**src/gpio_defs.svh**
```systemverilog
// gpio_defs.svh: offsets, reset values and timing counts of the port block
// assumes: included by bare name, by the package and by the main module
`ifndef GPIO_DEFS_SVH
`define GPIO_DEFS_SVH

// pin counts: six 4-bit groups, the first two carry key interrupts
`define KP_NPINS 24
`define KP_NKEY 8

// register byte offsets, one 32-bit word each
`define KP_OFS_DATA 8'h00
`define KP_OFS_DIR 8'h04
`define KP_OFS_PD 8'h08
`define KP_OFS_LVL 8'h0C
`define KP_OFS_KSEL 8'h10
`define KP_OFS_KPOL 8'h14
`define KP_OFS_KFLAG 8'h18
`define KP_OFS_KEN 8'h1C
`define KP_OFS_NRSEL 8'h20
`define KP_OFS_FUNC 8'h24
`define KP_OFS_STAT 8'h28

// field positions
`define KP_NR0_LSB 0
`define KP_NR1_LSB 2
`define KP_STAT_SLEEP 0

// reset values
`define KP_RST_DATA 24'hFFFFFF
`define KP_RST_DIR 24'h000000
`define KP_RST_PD 24'hFFFFFF
`define KP_RST_LVL 8'hFF
`define KP_RST_FUNC 24'h000000
`define KP_RST_KEY 8'h00
`define KP_RST_NR 4'h0

// noise reject widths in microseconds and their clock counts at 100 MHz
`define KP_CLK_MHZ 100
`define KP_NR1_US 500
`define KP_NR2_US 2000
`define KP_NR3_US 7800
`define KP_NR1_CYC (`KP_NR1_US * `KP_CLK_MHZ)
`define KP_NR2_CYC (`KP_NR2_US * `KP_CLK_MHZ)
`define KP_NR3_CYC (`KP_NR3_US * `KP_CLK_MHZ)
`define KP_DIV_W 20

`endif

```
**src/gpio_pkg.sv**
```systemverilog
// gpio_pkg.sv: types shared by the port block and its noise rejector
// assumes: gpio_defs.svh on the include path
`include "gpio_defs.svh"

package gpio_pkg;
  typedef logic [`KP_NPINS-1:0] pins_t;
  typedef logic [`KP_NKEY-1:0] keys_t;

  // everything that goes to the pad ring
  typedef struct packed {
    pins_t drive;
    pins_t oe;
    pins_t pd_en;
    pins_t schmitt;
  } pad_s;

  // direction and data from peripherals that own a pin
  typedef struct packed {
    pins_t oe;
    pins_t dout;
  } periph_s;

  typedef struct packed {
    logic [3:0] samp;
    logic [3:0] filt;
  } nr_state_s;

  typedef struct packed {
    pins_t                          data;
    pins_t                          dir;
    pins_t                          pd;
    pins_t                          func;
    keys_t                          lvl;
    keys_t                          ksel;
    keys_t                          kpol;
    keys_t                          kflag;
    keys_t                          ken;
    logic [3:0]                     nrsel;
    pins_t                          sync1;
    pins_t                          sync2;
    keys_t                          prev;
    logic                           sleep;
    logic [31:0]                    rdata;
    logic [2:0][`KP_DIV_W-1:0]      div;
  } port_state_s;
endpackage

```
**src/noise_rejector.sv**
```systemverilog
// noise_rejector.sv: debounce for one 4-bit key group
// assumes: synchronised inputs and one-cycle tick pulses per reject rate
`timescale 1ns/1ps
`default_nettype none

module noise_rejector
(
  // clock and reset
  input  wire logic       ref_clk_in,
  input  wire logic       rst_in,
  // level from the synchroniser, rate select, rate ticks
  input  wire logic [3:0] raw_in,
  input  wire logic [1:0] sel_in,
  input  wire logic [2:0] tick_in,
  // debounced level
  output logic      [3:0] filt_out
);

  gpio_pkg::nr_state_s st_r;
  gpio_pkg::nr_state_s st_nxt;
  logic                tk;

  // a level is taken only when two samples one period apart agree, so a pulse
  // shorter than the period can be seen by at most one sample and is dropped
  always_comb
  begin
    st_nxt = st_r;
    tk = 1'b0;
    unique case (sel_in)
      2'h0: tk = 1'b0;
      2'h1: tk = tick_in[0];
      2'h2: tk = tick_in[1];
      2'h3: tk = tick_in[2];
    endcase
    if (sel_in == 2'h0)
    begin
      st_nxt.samp = raw_in; // bypass: level passes at once
      st_nxt.filt = raw_in;
    end
    else if (tk)
    begin
      st_nxt.samp = raw_in;
      // agreeing samples take the new level, disagreeing ones keep the old
      st_nxt.filt = (st_r.filt & (raw_in ^ st_r.samp)) | (raw_in & ~(raw_in ^ st_r.samp));
    end
  end

  // state register
  always_ff @(posedge ref_clk_in or posedge rst_in)
  begin
    if (rst_in)
      st_r <= '0;
    else
      st_r <= st_nxt;
  end

  assign filt_out = st_r.filt;

endmodule // noise_rejector

`default_nettype wire

```
**src/gpio_key_port.sv**
```systemverilog
// gpio_key_port.sv: 24-pin general purpose port with key interrupt unit
// assumes: APB master on ref_clk_in, pins and peripheral signals synchronous
// to it, the pad ring resolves drive, enable and pull-down per pin
//
// Functional notes
// - direction 0: pin undriven, used as input.
// - direction 1: pin driven with the output data bit.
// - reading data of an output bit returns the stored data.
// - reset clears all direction bits, every pin starts as input.
// - pin owned by a peripheral: peripheral sets direction, direction bit ignored.
// - key groups: level select 0 plain CMOS, 1 Schmitt, per bit.
// - level select bits reset to Schmitt.
// - groups 2 to 5 always use Schmitt inputs.
// - pull-down only when its bit is 1 and the pin is input.
// - reset sets every pull-down bit to 1.
// - pull-down bit is plain storage without resistor or on output/converter use.
// - peripheral input pins keep normal pull-down and level function.
// - only pins with key select 1 take part in key detection.
// - per-pin polarity picks rising or falling edge.
// - qualifying edge sets factor flag; request raised when enable bit is 1.
// - enable bit 0 suppresses the request for that pin.
// - per-group 2-bit rejector: off, 0.5, 2.0, 7.8 ms reject widths.
// - sleep is left only on a key factor.
// - each pin built push-pull or P-channel open drain.
// - build-time pull-down and drive choice also hold for peripheral use.
// - reset returns every shared pin to port function.
`timescale 1ns/1ps
`default_nettype none
`include "gpio_defs.svh"

module gpio_key_port
#(
  parameter logic [`KP_NPINS-1:0] OD_MASK = 24'h000000, // 1: open drain stage
  parameter logic [`KP_NPINS-1:0] PD_MASK = 24'hFFFFFF, // 1: resistor built in
  parameter logic [`KP_NPINS-1:0] RF_MASK = 24'hF00000, // converter pins
  parameter int unsigned          NR1_CYC = `KP_NR1_CYC,
  parameter int unsigned          NR2_CYC = `KP_NR2_CYC,
  parameter int unsigned          NR3_CYC = `KP_NR3_CYC
)
(
  // clock and reset
  input  wire logic                  ref_clk_in,
  input  wire logic                  rst_in,
  // apb slave
  input  wire logic                  psel_in,
  input  wire logic                  penable_in,
  input  wire logic                  pwrite_in,
  input  wire logic [7:0]            paddr_in,
  input  wire logic [31:0]           pwdata_in,
  output logic      [31:0]           prdata_out,
  output logic                       pready_out,
  output logic                       pslverr_out,
  // pins
  input  wire gpio_pkg::pins_t       pin_in,
  output var  gpio_pkg::pad_s        pad_out,
  // peripherals sharing the pins
  input  wire gpio_pkg::periph_s     periph_in,
  output logic [`KP_NPINS-1:0]       func_sel_out,
  // cpu side
  input  wire logic                  sleep_instr_in,
  output logic                       sleep_out,
  output logic                       key_int_req_out
);

  localparam logic [2:0][`KP_DIV_W-1:0] LIMS = {`KP_DIV_W'(NR3_CYC - 1), `KP_DIV_W'(NR2_CYC - 1),
                                                `KP_DIV_W'(NR1_CYC - 1)};

  // the divider counters are KP_DIV_W bits wide
  if (NR1_CYC < 2 || NR2_CYC < 2 || NR3_CYC < 2 ||
      NR1_CYC > (1 << `KP_DIV_W) || NR2_CYC > (1 << `KP_DIV_W) || NR3_CYC > (1 << `KP_DIV_W))
  begin : g_chk
    $error("reject counts out of range");
  end

  gpio_pkg::port_state_s st_r;
  gpio_pkg::port_state_s st_nxt;
  logic [2:0]            tick;
  gpio_pkg::keys_t       filt;
  gpio_pkg::keys_t       key_evt;
  gpio_pkg::keys_t       clr;
  gpio_pkg::pins_t       outsel;
  gpio_pkg::pins_t       oe_eff;
  gpio_pkg::pins_t       dout_eff;
  logic [31:0]           rmux;
  logic                  hit;

  // debounce per key group, each with its own rate select
  noise_rejector u_nr0
  (
    .ref_clk_in (ref_clk_in),
    .rst_in     (rst_in),
    .raw_in     (st_r.sync2[3:0]),
    .sel_in     (st_r.nrsel[`KP_NR0_LSB +: 2]),
    .tick_in    (tick),
    .filt_out   (filt[3:0])
  );

  noise_rejector u_nr1
  (
    .ref_clk_in (ref_clk_in),
    .rst_in     (rst_in),
    .raw_in     (st_r.sync2[7:4]),
    .sel_in     (st_r.nrsel[`KP_NR1_LSB +: 2]),
    .tick_in    (tick),
    .filt_out   (filt[7:4])
  );

  // effective direction and data: a peripheral-owned pin ignores dir
  assign oe_eff   = (st_r.func & periph_in.oe) | (~st_r.func & st_r.dir);
  assign dout_eff = (st_r.func & periph_in.dout) | (~st_r.func & st_r.data);
  assign outsel   = st_r.dir & ~st_r.func;

  // register read mux and address decode
  always_comb
  begin
    hit = 1'b1;
    rmux = 32'h00000000;
    case (paddr_in)
      `KP_OFS_DATA:  rmux = {8'h00, (st_r.data & outsel) | (st_r.sync2 & ~outsel)};
      `KP_OFS_DIR:   rmux = {8'h00, st_r.dir};
      `KP_OFS_PD:    rmux = {8'h00, st_r.pd};
      `KP_OFS_LVL:   rmux = {24'h000000, st_r.lvl};
      `KP_OFS_KSEL:  rmux = {24'h000000, st_r.ksel};
      `KP_OFS_KPOL:  rmux = {24'h000000, st_r.kpol};
      `KP_OFS_KFLAG: rmux = {24'h000000, st_r.kflag};
      `KP_OFS_KEN:   rmux = {24'h000000, st_r.ken};
      `KP_OFS_NRSEL: rmux = {28'h0000000, st_r.nrsel};
      `KP_OFS_FUNC:  rmux = {8'h00, st_r.func};
      `KP_OFS_STAT:  rmux = {31'h00000000, st_r.sleep};
      default:       hit = 1'b0;
    endcase
  end

  // next state: synchroniser, dividers, key detection, bus writes, sleep
  always_comb
  begin
    st_nxt = st_r;
    clr = 8'h00;
    // first stage feeds only the second stage
    st_nxt.sync1 = pin_in;
    st_nxt.sync2 = st_r.sync1;
    // free-running dividers give one tick per reject period
    for (int i = 0; i < 3; i++)
    begin
      tick[i] = (st_r.div[i] == LIMS[i]);
      st_nxt.div[i] = tick[i] ? '0 : st_r.div[i] + `KP_DIV_W'(1);
    end
    // edge on a debounced level, only on selected pins, polarity per pin
    st_nxt.prev = filt;
    key_evt = st_r.ksel & ((st_r.kpol & filt & ~st_r.prev) | (~st_r.kpol & ~filt & st_r.prev));
    // writes take effect at the access edge
    if (psel_in && penable_in && pwrite_in)
    begin
      case (paddr_in)
        `KP_OFS_DATA:  st_nxt.data  = pwdata_in[23:0];
        `KP_OFS_DIR:   st_nxt.dir   = pwdata_in[23:0];
        `KP_OFS_PD:    st_nxt.pd    = pwdata_in[23:0];
        `KP_OFS_LVL:   st_nxt.lvl   = pwdata_in[7:0];
        `KP_OFS_KSEL:  st_nxt.ksel  = pwdata_in[7:0];
        `KP_OFS_KPOL:  st_nxt.kpol  = pwdata_in[7:0];
        `KP_OFS_KFLAG: clr          = pwdata_in[7:0];
        `KP_OFS_KEN:   st_nxt.ken   = pwdata_in[7:0];
        `KP_OFS_NRSEL: st_nxt.nrsel = pwdata_in[3:0];
        `KP_OFS_FUNC:  st_nxt.func  = pwdata_in[23:0];
        default:       clr          = 8'h00;
      endcase
    end
    // write one clears; a new edge in the same cycle wins over the clear
    st_nxt.kflag = (st_r.kflag & ~clr) | key_evt;
    // read data is caught in the setup phase so prdata comes from a flop
    if (psel_in && !penable_in)
      st_nxt.rdata = rmux;
    // wake wins over a sleep request in the same cycle
    if (key_evt != 8'h00)
      st_nxt.sleep = 1'b0;
    else if (sleep_instr_in)
      st_nxt.sleep = 1'b1;
  end

  // state register with documented defaults
  always_ff @(posedge ref_clk_in or posedge rst_in)
  begin
    if (rst_in)
    begin
      st_r       <= '0;
      st_r.data  <= `KP_RST_DATA;
      st_r.dir   <= `KP_RST_DIR;
      st_r.pd    <= `KP_RST_PD;
      st_r.lvl   <= `KP_RST_LVL;
      st_r.func  <= `KP_RST_FUNC;
      st_r.ksel  <= `KP_RST_KEY;
      st_r.kflag <= `KP_RST_KEY;
      st_r.ken   <= `KP_RST_KEY;
      st_r.nrsel <= `KP_RST_NR;
    end
    else
      st_r <= st_nxt;
  end

  // pad controls; open drain pins only drive high, the stage choice and the
  // resistor choice hold whoever owns the pin
  always_comb
  begin
    pad_out.drive   = dout_eff;
    pad_out.oe      = oe_eff & (~OD_MASK | dout_eff);
    pad_out.pd_en   = st_r.pd & PD_MASK & ~oe_eff & ~(st_r.func & RF_MASK);
    pad_out.schmitt = {16'hFFFF, st_r.lvl};
  end

  // bus answer: no wait states, unmapped addresses flag an error
  assign pready_out      = 1'b1;
  assign pslverr_out     = psel_in & penable_in & ~hit;
  assign prdata_out      = st_r.rdata;
  assign func_sel_out    = st_r.func;
  assign sleep_out       = st_r.sleep;
  assign key_int_req_out = |(st_r.kflag & st_r.ken);
endmodule // gpio_key_port

`default_nettype wire

```
**config.mk**
```make
export PLATFORM = sky130hd
export DESIGN_NAME = gpio_key_port
export DESIGN_NICKNAME = d
export VERILOG_FILES = /design/src/gpio_pkg.sv /design/src/noise_rejector.sv /design/src/gpio_key_port.sv
export VERILOG_INCLUDE_DIRS = /design/src /design/src/src
export SDC_FILE = /design/constraint.sdc
export NUM_CORES = 1
export LEC_CHECK = 0
export BUFFER_PORTS_ARGS = -buffer_cell sky130_fd_sc_hd__clkbuf_2
export CAP_MARGIN = 20
export CELL_PAD_IN_SITES_DETAIL_PLACEMENT = 0
export CELL_PAD_IN_SITES_GLOBAL_PLACEMENT = 2
export CORE_UTILIZATION = 33
export CTS_CLUSTER_DIAMETER = 150
export DETAILED_ROUTE_END_ITERATION = 8
export PLACE_DENSITY_LB_ADDON = 0.1
export SLEW_MARGIN = 20
export SYNTH_ARGS = -nofsm -noshare
export SYNTH_HDL_FRONTEND = slang
export SYNTH_SLANG_ARGS = --single-unit
```
**constraint.sdc**
```tcl
create_clock -name ref_clk_in -period 8.7 [get_ports ref_clk_in]
set_input_delay 1.305 -clock ref_clk_in [delete_from_list [all_inputs] [get_ports ref_clk_in]]
set_output_delay 1.305 -clock ref_clk_in [all_outputs]
set_load 0.01 [all_outputs]
```
After elaboration in Yosys (flattened, before gate mapping) --
Cells that the tools add are included.
Storage, ports and cells: bits in registers 305, bits of input ports 118, output and inout bits 156, logic and storage cells 122
Operators by class: add/subtract/negate cells 3, equality and inequality tests 19, multiplexer cells 15, bitwise logic cells 41, reductions and logical operators 22
Operators by type and width (count):
- $pmux W24 S11 | 1
- $and A24 B24 Y24 | 8
- $not A24 Y24 | 4
- $or A24 B24 Y24 | 3
- $add A20 B1 Y20 const B | 3
- $mux W20 | 3
- $and A8 B8 Y8 | 7
- $mux W8 | 6
- $eq A8 B5 Y1 const B | 4
- $not A8 Y8 | 4
- $eq A8 B6 Y1 const B | 3
- $eq A20 B16 Y1 const B | 1
- $eq A20 B18 Y1 const B | 1
- $eq A20 B20 Y1 const B | 1
- $reduce_and A2 Y1 | 9
- $and A4 B4 Y4 | 4
- $eq A8 B4 Y1 const B | 2
- $or A8 B8 Y8 | 2
- $reduce_or A11 Y1 | 1
- $eq A2 B2 Y1 const B | 4
- $eq A8 B3 Y1 const B | 1
- $logic_not A8 Y1 | 1
- $not A4 Y4 | 2
- $or A4 B4 Y4 | 2
- other kinds (12) | 23

Longest topological paths before layout --
Gate-level depths: netlist (run 1).
depth in word-level cells 7, gate-level depth with buffers 9, depth with buffers taken out 7

Modules after synthesis --
Synthesis (run 1) repeated with hierarchy kept, for this count alone.
Second synthesis, totals: cells, all modules 1305, area, all modules 14657.8 µm²
Modules (own cells, without submodules):
- gpio_key_port | times used 1, cells each 1211, area each 13774.5 µm²
- noise_rejector | times used 2, cells each 47, area each 441.7 µm²

Least setup slack after synthesis (run 1) --
No wires, ideal clock.
kind input to output, start point input paddr_in[3], end point output pslverr_out, arrival time 2176 ps, setup slack 5219 ps, stages 6, path through buf_2 and2_1 buf_2 o21ai_2 nand2_1 and3_1
On the way: word-level cells in the longest chain between the ends 5, elaborated cells on any way between the ends 15, those cells by class eq/ne (10); mux (1); bitwise (2); reduce/logical (2)
Ends and longest elaborated chain:
- start, declared | RTL line gpio_key_port.sv:48 | input wire logic [7:0] paddr_in,
- $eq A8 B5 Y1, or another cell as far along | RTL line gpio_key_port.sv:118 | case (paddr_in)
- $reduce_or A11 Y1 (no source line) *
- $mux W1 * | RTL line gpio_key_port.sv:118
- $not A1 Y1 * | RTL line gpio_key_port.sv:212 | assign pslverr_out = psel_in & penable_in & ~hit;
- $and A1 B1 Y1 * | RTL line gpio_key_port.sv:212
- end, declared | RTL line gpio_key_port.sv:52 | output logic pslverr_out,
Every way passes the cells marked *; elsewhere a longest branch is shown, timed or not.

Worst setup path in the final report (run 1) --
Same ends and word-level chain as after synthesis.

==> results of run 1 <==
==> report_power, final <==
group	internal, uW	switching (uW)	total, uW
clock network	871	586	1460
logic	61.5	113	174
registers	1420	25.1	1440
total	2350	724	3070
==> final timing paths <==
check / start / endpoint / slack, ns / cells after the start
setup / recovery: paddr_in[3] / pslverr_out / 4.34 / 7
hold / removal: st_nxt[106] / st_r[106] / 0.34 / 0
setup reg to reg: st_r[20] / u_nr0.st_r[7] / 6.04 / 6
hold reg to reg: st_nxt[106] / st_r[106] / 0.34 / 0
max in group asynchronous: rst_in / st_nxt[122] / 5.88 / 4
min in group asynchronous: rst_in / st_nxt[101] / 0.87 / 2
==> cell families (layout without fill, tap and decap cells) <==
family                     after synthesis  after routing  share of synthesized area [%]
adders and majority gates                3              3                          0.260
muxes                                  192            192                           15.2
DFF                                    297            297                           52.0
other                                    2             26                         0.0521
xor gates and xnor gates                47             47                           2.86
AOI/OAI and AO/OA                      205            205                           9.42
and+or+nand+nor                        380            380                           13.5
buffers and inverters                  149            340                           6.67
==> state kept, by name, summed over array words and instances, names as in the netlist, named ones only <==
name,cells
prdata_out,24
u_nr0.st_r,4
st_nxt,24
u_nr1.st_r,4
st_r,200
func_sel_out,24
pad_out,8
sleep_out,1
==> area by class of cell <==
cell class | instances | area, um^2
Sequential cell | 297 | 7500
Fill cell | 4300 | 26300
Inverter | 23 | 90.1
Clock inverter | 8 | 93.8
Clock buffer | 56 | 1030
Antenna cell | 1 | 2.50
Timing Repair Buffer | 253 | 1320
Tap cell | 585 | 732
Multi-Input combinational cell | 852 | 6040
==> placed cells by master (no fill, tap or decap), types with 21 or more instances in the layout <==
master and count:
mux2_2 113, conb_1 25, xnor2_1 22, a22oi_1 37, mux2i_1 25, nand3_1 31, and3_1 32, mux2_1 39
o21ai_0 62, a21oi_1 32, clkbuf_16 37, nand2_1 138, dfstp_2 56, nor2_1 70, dfrtp_1 241, nand2b_1 23
clkbuf_2 240, inv_1 21, xor2_1 25
==> metrics by stage <==
step / cells / area (um^2) / total power [uW]
after floorplan: 1298 / 14500 / 1570
after global placement: 2010 / 15700 / 1640
after detailed placement: 2010 / 15700 / 1640
after CTS: 2074 / 16800 / 3140
after global routing: 2075 / 16800 / 3210
final: 2075 / 16800 / 3070
==> critical path, delay by kind of cell <==
family / cells / cell delay (ns)
and+or+nand+nor: 3 / 0.76
AOI/OAI and AO/OA: 1 / 0.09
buffers and inverters: 3 / 0.86
==> routing by layer <==
metal  up-vias  GRT usage [%]
met5         -              0
li1       4791              -
met1      5027           27.4
met2       250           29.3
met4         2           6.30
met3        63           3.67
==> results.toml, run 1 <==
[grt]
grt_pass1_wl_um = 64200
global_route.overflow_total = 0
antenna_found_initial = 2
gr-usage-all-layers_pct = 19.3
grt_max_degree = 124
grt_pass1_vias = 10100

[yosys]
synth_area_per_cell_um2 = 11.3
synth_edf_count = 0
synth_cells = 1275
synth.most_common_cell = "dfrtp_1"
synth-main-ff-cell = "dfrtp_1"
ys_async_sr_fraction_pct = 100
yosysTopAreaCell = "dfrtp_1"
synth_warnings = 0
ys_seq_area_share_pct = 52.0
synth_area_leaders = "dfrtp_1 42%, dfstp_2 10%, mux2_2 8.8%"
synth_seq_cells = 297
synth_commonest_cells = "241 x dfrtp_1, 138 x nand2_1, 113 x mux2_2"
synth_top_area_share_pct = 41.8
synth_area_um2 = 14400
yosysUniqueCellTypes = 74

[setup_path]
crit_top_cell = "clkbuf_2"
cp.arrival_ns = 3.05
crit_chain = "clkbuf_2 > buf_4 > and2_1 > o21ai_2 > nand2_1 > and3_1 > clkbuf_2"
cp_max_fo = 54
crit_path_end_kind = "output pin"
cp-start-kind = "input pin"
crit_path_top_delay_cell = "buf_4"
path_class = "input pin to output pin"
required_ns = 7.39
slowest_delay_ns = 0.60

[detailed_routing]
dr.max_layer_used = "met5"
ant_nets = 0
routed_via_density = 4.88
firstDrtPassIters = 5
via_count = 10100
wl_met1_um = 19800
drt_wl_total_um = 41900
drc = 0
wl_met2_um = 19000
wl_met3_um = 2070
wire_per_inst_um = 20.2
drt_iter0_markers = 517

[clock_network]
clkLatencyLatePin_ns = 0.53
cts_root_buffer = "clkbuf_16"
cts_tree = "done"
postCtsHoldBufs = 0
htreeDepth = 2
ctsLongestPathBuffers = 3
cts_resized = 0
path_clk_slew_ns = 0.06
post-cts-setup-buffer-count = 0
numCtsBuffers = 37
cts.sinks = 297

[timing]
slew_viol_final = 0
finalCritPeriodShare_pct = 50.1
setup_violations = 0
layout_setup_ws_ns = 4.34
worstMarginPinSlew_ns = 1.06
grt_setup_unrepaired = "false"
clock_skew_ns = 0.0125
period_minus_slack_ns = 4.36
hold_viol = 0
slew_headroom_pct = 29.5
tns_ns = 0
hold_ws_ns = 0.342
fmax_ghz = 0.230

[pwr]
vdd_ir_drop_max_mv = 0.114
p_leak_uw = 0.00811
p_per_area_nw_per_um2 = 183

[floorplanning]
die_w_um = 211
start_util_pct = 33.5
die-area_um2 = 44500
placementRows = 76
fp.coreArea_um2 = 43100
die_h_um = 211
pin_count = 274

[run]
maxCapViolCount = 0

[placement]
place_congestion = 0.790
pre_cts_slack_ns = 4.34
port_buffers = 240
dp_hpwl_um = 28400

[final_layout]
areaGrowthSynthToFinish_pct = 16.6
drive_gt1_share_pct = 34.8
nets = 1585
fin_util_pct = 39.0

[min_path]
worstHoldPathType = "register to register"

[status]
outcome = "completed"
(Power assumes the default switching activity.)
==> inputs of run 2 (changes only) <==
--- a/config.mk
+++ b/config.mk
@@ -6,11 +6,12 @@
 export SDC_FILE = /design/constraint.sdc
 export NUM_CORES = 1
 export LEC_CHECK = 0
+export ABC_AREA = 1
 export BUFFER_PORTS_ARGS = -buffer_cell sky130_fd_sc_hd__clkbuf_2
 export CAP_MARGIN = 20
 export CELL_PAD_IN_SITES_DETAIL_PLACEMENT = 0
 export CELL_PAD_IN_SITES_GLOBAL_PLACEMENT = 2
-export CORE_UTILIZATION = 33
+export CORE_UTILIZATION = 29
 export CTS_CLUSTER_DIAMETER = 150
 export DETAILED_ROUTE_END_ITERATION = 8
 export PLACE_DENSITY_LB_ADDON = 0.1
==> constraint.sdc (replaced) <==
create_clock -name ref_clk_in -period 3.7 [get_ports ref_clk_in]
set_input_delay 0.555 -clock ref_clk_in [delete_from_list [all_inputs] [get_ports ref_clk_in]]
set_output_delay 0.555 -clock ref_clk_in [all_outputs]
set_load 0.01 [all_outputs]
==> run 2 against run 1 <==
Net effect: sequential power grew 130%; routed wire length up 9.6%; die area up 14%; global-route usage shrank 0.90 points; count of clock-buffer cells in the layout is 2 higher; clock power rose by 150%; combinational power is 100% higher; via count increased by 18%; synthesized cell count rose by 40%; synthesized area up 0.65%; largest power group unchanged; highest routed layer is now met4.
==> results.toml, run 2 <==
[status]
outcome = "completed"

[timing]
slew_viol_final = 0
grt_setup_unrepaired = "false"
clock_skew_ns = 0.0247
hold_viol = 0
hold_ws_ns = 0.101
period_minus_slack_ns = 2.59
slew_headroom_pct = 45.2
finalCritPeriodShare_pct = 69.9
fmax_ghz = 0.387
worstMarginPinSlew_ns = 0.821
setup_violations = 0

[clock_network]
cts.sinks = 297
htreeDepth = 2
clkLatencyLatePin_ns = 0.54
ctsLongestPathBuffers = 3
path_clk_slew_ns = 0.06
post-cts-setup-buffer-count = 0
cts_resized = 0
cts_root_buffer = "clkbuf_16"
numCtsBuffers = 38
postCtsHoldBufs = 0
cts_tree = "done"

[floorplanning]
die-area_um2 = 50900
die_h_um = 226
placementRows = 81
die_w_um = 226
fp.coreArea_um2 = 49200
start_util_pct = 29.5
pin_count = 274

[yosys]
yosysTopAreaCell = "dfrtp_1"
ys_async_sr_fraction_pct = 100
synth_area_um2 = 14500
yosysUniqueCellTypes = 40
synth_warnings = 0
synth_edf_count = 0
synth_compound_area_share_pct = 12.1
synth.mux.area_fraction_pct = 0
yosys.area_share.simple_pct = 24.1
synth_area_per_cell_um2 = 8.11
synth_top_area_share_pct = 41.6
synth-main-ff-cell = "dfrtp_1"
synth_area_leaders = "dfrtp_1 42%, nand2_1 15%, dfstp_2 10%"
synth_seq_cells = 297
synth_fa_ha_area_share_pct = 0.259
synth_top_family_by_area = "simple AND/OR/NAND/NOR gates"
ys_seq_area_share_pct = 51.7
synth.most_common_cell = "nand2_1"
synthXorXnorAreaFrac_pct = 1.03
synth_commonest_cells = "562 x nand2_1, 241 x dfrtp_1, 230 x o21ai_0"
synth_cells = 1788

[detailed_routing]
drc = 0
firstDrtPassIters = 5
wl_met2_um = 21500
drt_iter0_markers = 835
via_count = 12000
dr.max_layer_used = "met4"
routed_via_density = 4.46
drt_wl_total_um = 46000
wire_per_inst_um = 17.2
wl_met3_um = 1930
wl_met1_um = 21700
ant_nets = 0

[grt]
gr-usage-all-layers_pct = 18.4
antenna_found_initial = 0
grt_max_degree = 87
global_route.overflow_total = 0
grt_pass1_wl_um = 70200
grt_pass1_vias = 11600

[setup_path]
critical_path_buf_inv_count = 2
crit_top_cell = "nor2_1"
cp_max_fo = 6
crit_path_top_delay_cell = "nor2_1"
crit_path_end_kind = "output pin"
cp-start-kind = "input pin"
cp.arrival_ns = 2.03
cp_top_family = "simple AND/OR/NAND/NOR gates"
slowest_delay_ns = 0.53
path_class = "input pin to output pin"
crit_chain = "clkbuf_2 > nor2_4 > nand3_1 > nor2_1 > nor2_1 > nand4_1 > nor2_1 > clkbuf_2"
required_ns = 3.14

[final_layout]
areaGrowthSynthToFinish_pct = 18.3
final.fill_count = 5310
ff_latch_area_um2 = 7500
finalInstanceArea_um2 = 17200
layout.cells.non_filler = 2679
fin_util_pct = 34.9
largest_reg_flops = 200
layout_commonest_cell = "nand2_1"
insertedDiodeCount = 0
final_cell_mix = "559 x nand2_1, 241 x dfrtp_1, 240 x clkbuf_2"
largest-register = "st_r"
nets = 2107
drive_gt1_share_pct = 21.4
multi_input_area_um2 = 5530

[pwr]
power_uw = 7320
vdd_ir_drop_max_mv = 0.235
p_per_area_nw_per_um2 = 426
p_leak_uw = 0.00831

[placement]
dp_hpwl_um = 32600
port_buffers = 240
dp.cells = 2610
dpl_cell_area_um2 = 16000
place_congestion = 0.815

[run]
maxCapViolCount = 0

[min_path]
worstHoldPathType = "input pin to async pin"
## run 2: cell count changes after synthesis, sizes merged, moves of 12 or more
| cell | previous run | this run |
|---|---|---|
| nand2 | 141 | 575 |
| o21ai | 75 | 284 |
| inv | 23 | 200 |
| mux2 | 167 | 0 |
| nor2 | 73 | 133 |
| a22oi | 37 | 0 |
| and3 | 32 | 0 |
| mux2i | 25 | 0 |
| nand2b | 25 | 0 |
| nand3 | 32 | 54 |
| xnor2 | 22 | 4 |
| a22o | 15 | 1 |
| xor2 | 25 | 13 |
## run 2: kinds of logic (layout without fill, tap and decap cells)
group | after synthesis | in the layout
AND/OR/NAND/NOR | 815 | 815
AO/OA/AOI/OAI | 335 | 335
buffers and inverters | 319 | 523
flip-flops | 297 | 297
XOR/XNOR | 17 | 17
adder cells (fa/ha/maj) | 3 | 3
other | 2 | 25
## run 2: final cells by class
type | count | share of cell area [%]
flip-flops and latches | 297 | 43.7
clock buffers | 58 | 6.51
repair buffers | 254 | 7.83
clock inverters | 11 | 0.510
inverters | 200 | 4.39
multi-input cells | 1195 | 32.2
well taps | 664 | 4.84
## run 2: where the power goes
part / internal (uW) / switching, uW
clock network: 2150 / 1440
registers: 3320 / 51.0
logic: 111 / 237
## run 2: worst paths after layout
check / start / to / slack (ns) / cells after the start
worst max-delay path: paddr_in[7] / pslverr_out / 1.11 / 8
worst min-delay path: rst_in / st_r[113] / 0.10 / 2
worst max register to register: st_r[20] / st_r[32] / 1.80 / 8
worst min register to register: st_nxt[114] / st_r[114] / 0.33 / 0
max in group asynchronous: rst_in / st_r[238] / 2.71 / 3
min in group ref_clk_in: pin_in[15] / st_nxt[116] / 0.11 / 1
## run 2: through the flow
stage                     setup WS (ns)  TNS (ns)
final                              1.11         0
after global routing              0.968         0
after CTS                          1.10         0
after detailed placement           1.10         0
after global placement             1.12         0
after floorplan                  -0.754   -181.81
## run 2: layer usage
metal  global-route usage [%]  up-vias
met4                     5.11        0
met3                     2.67       48
met5                        0        -
met2                     30.3      261
li1                         -     5976
met1                     24.9     5667
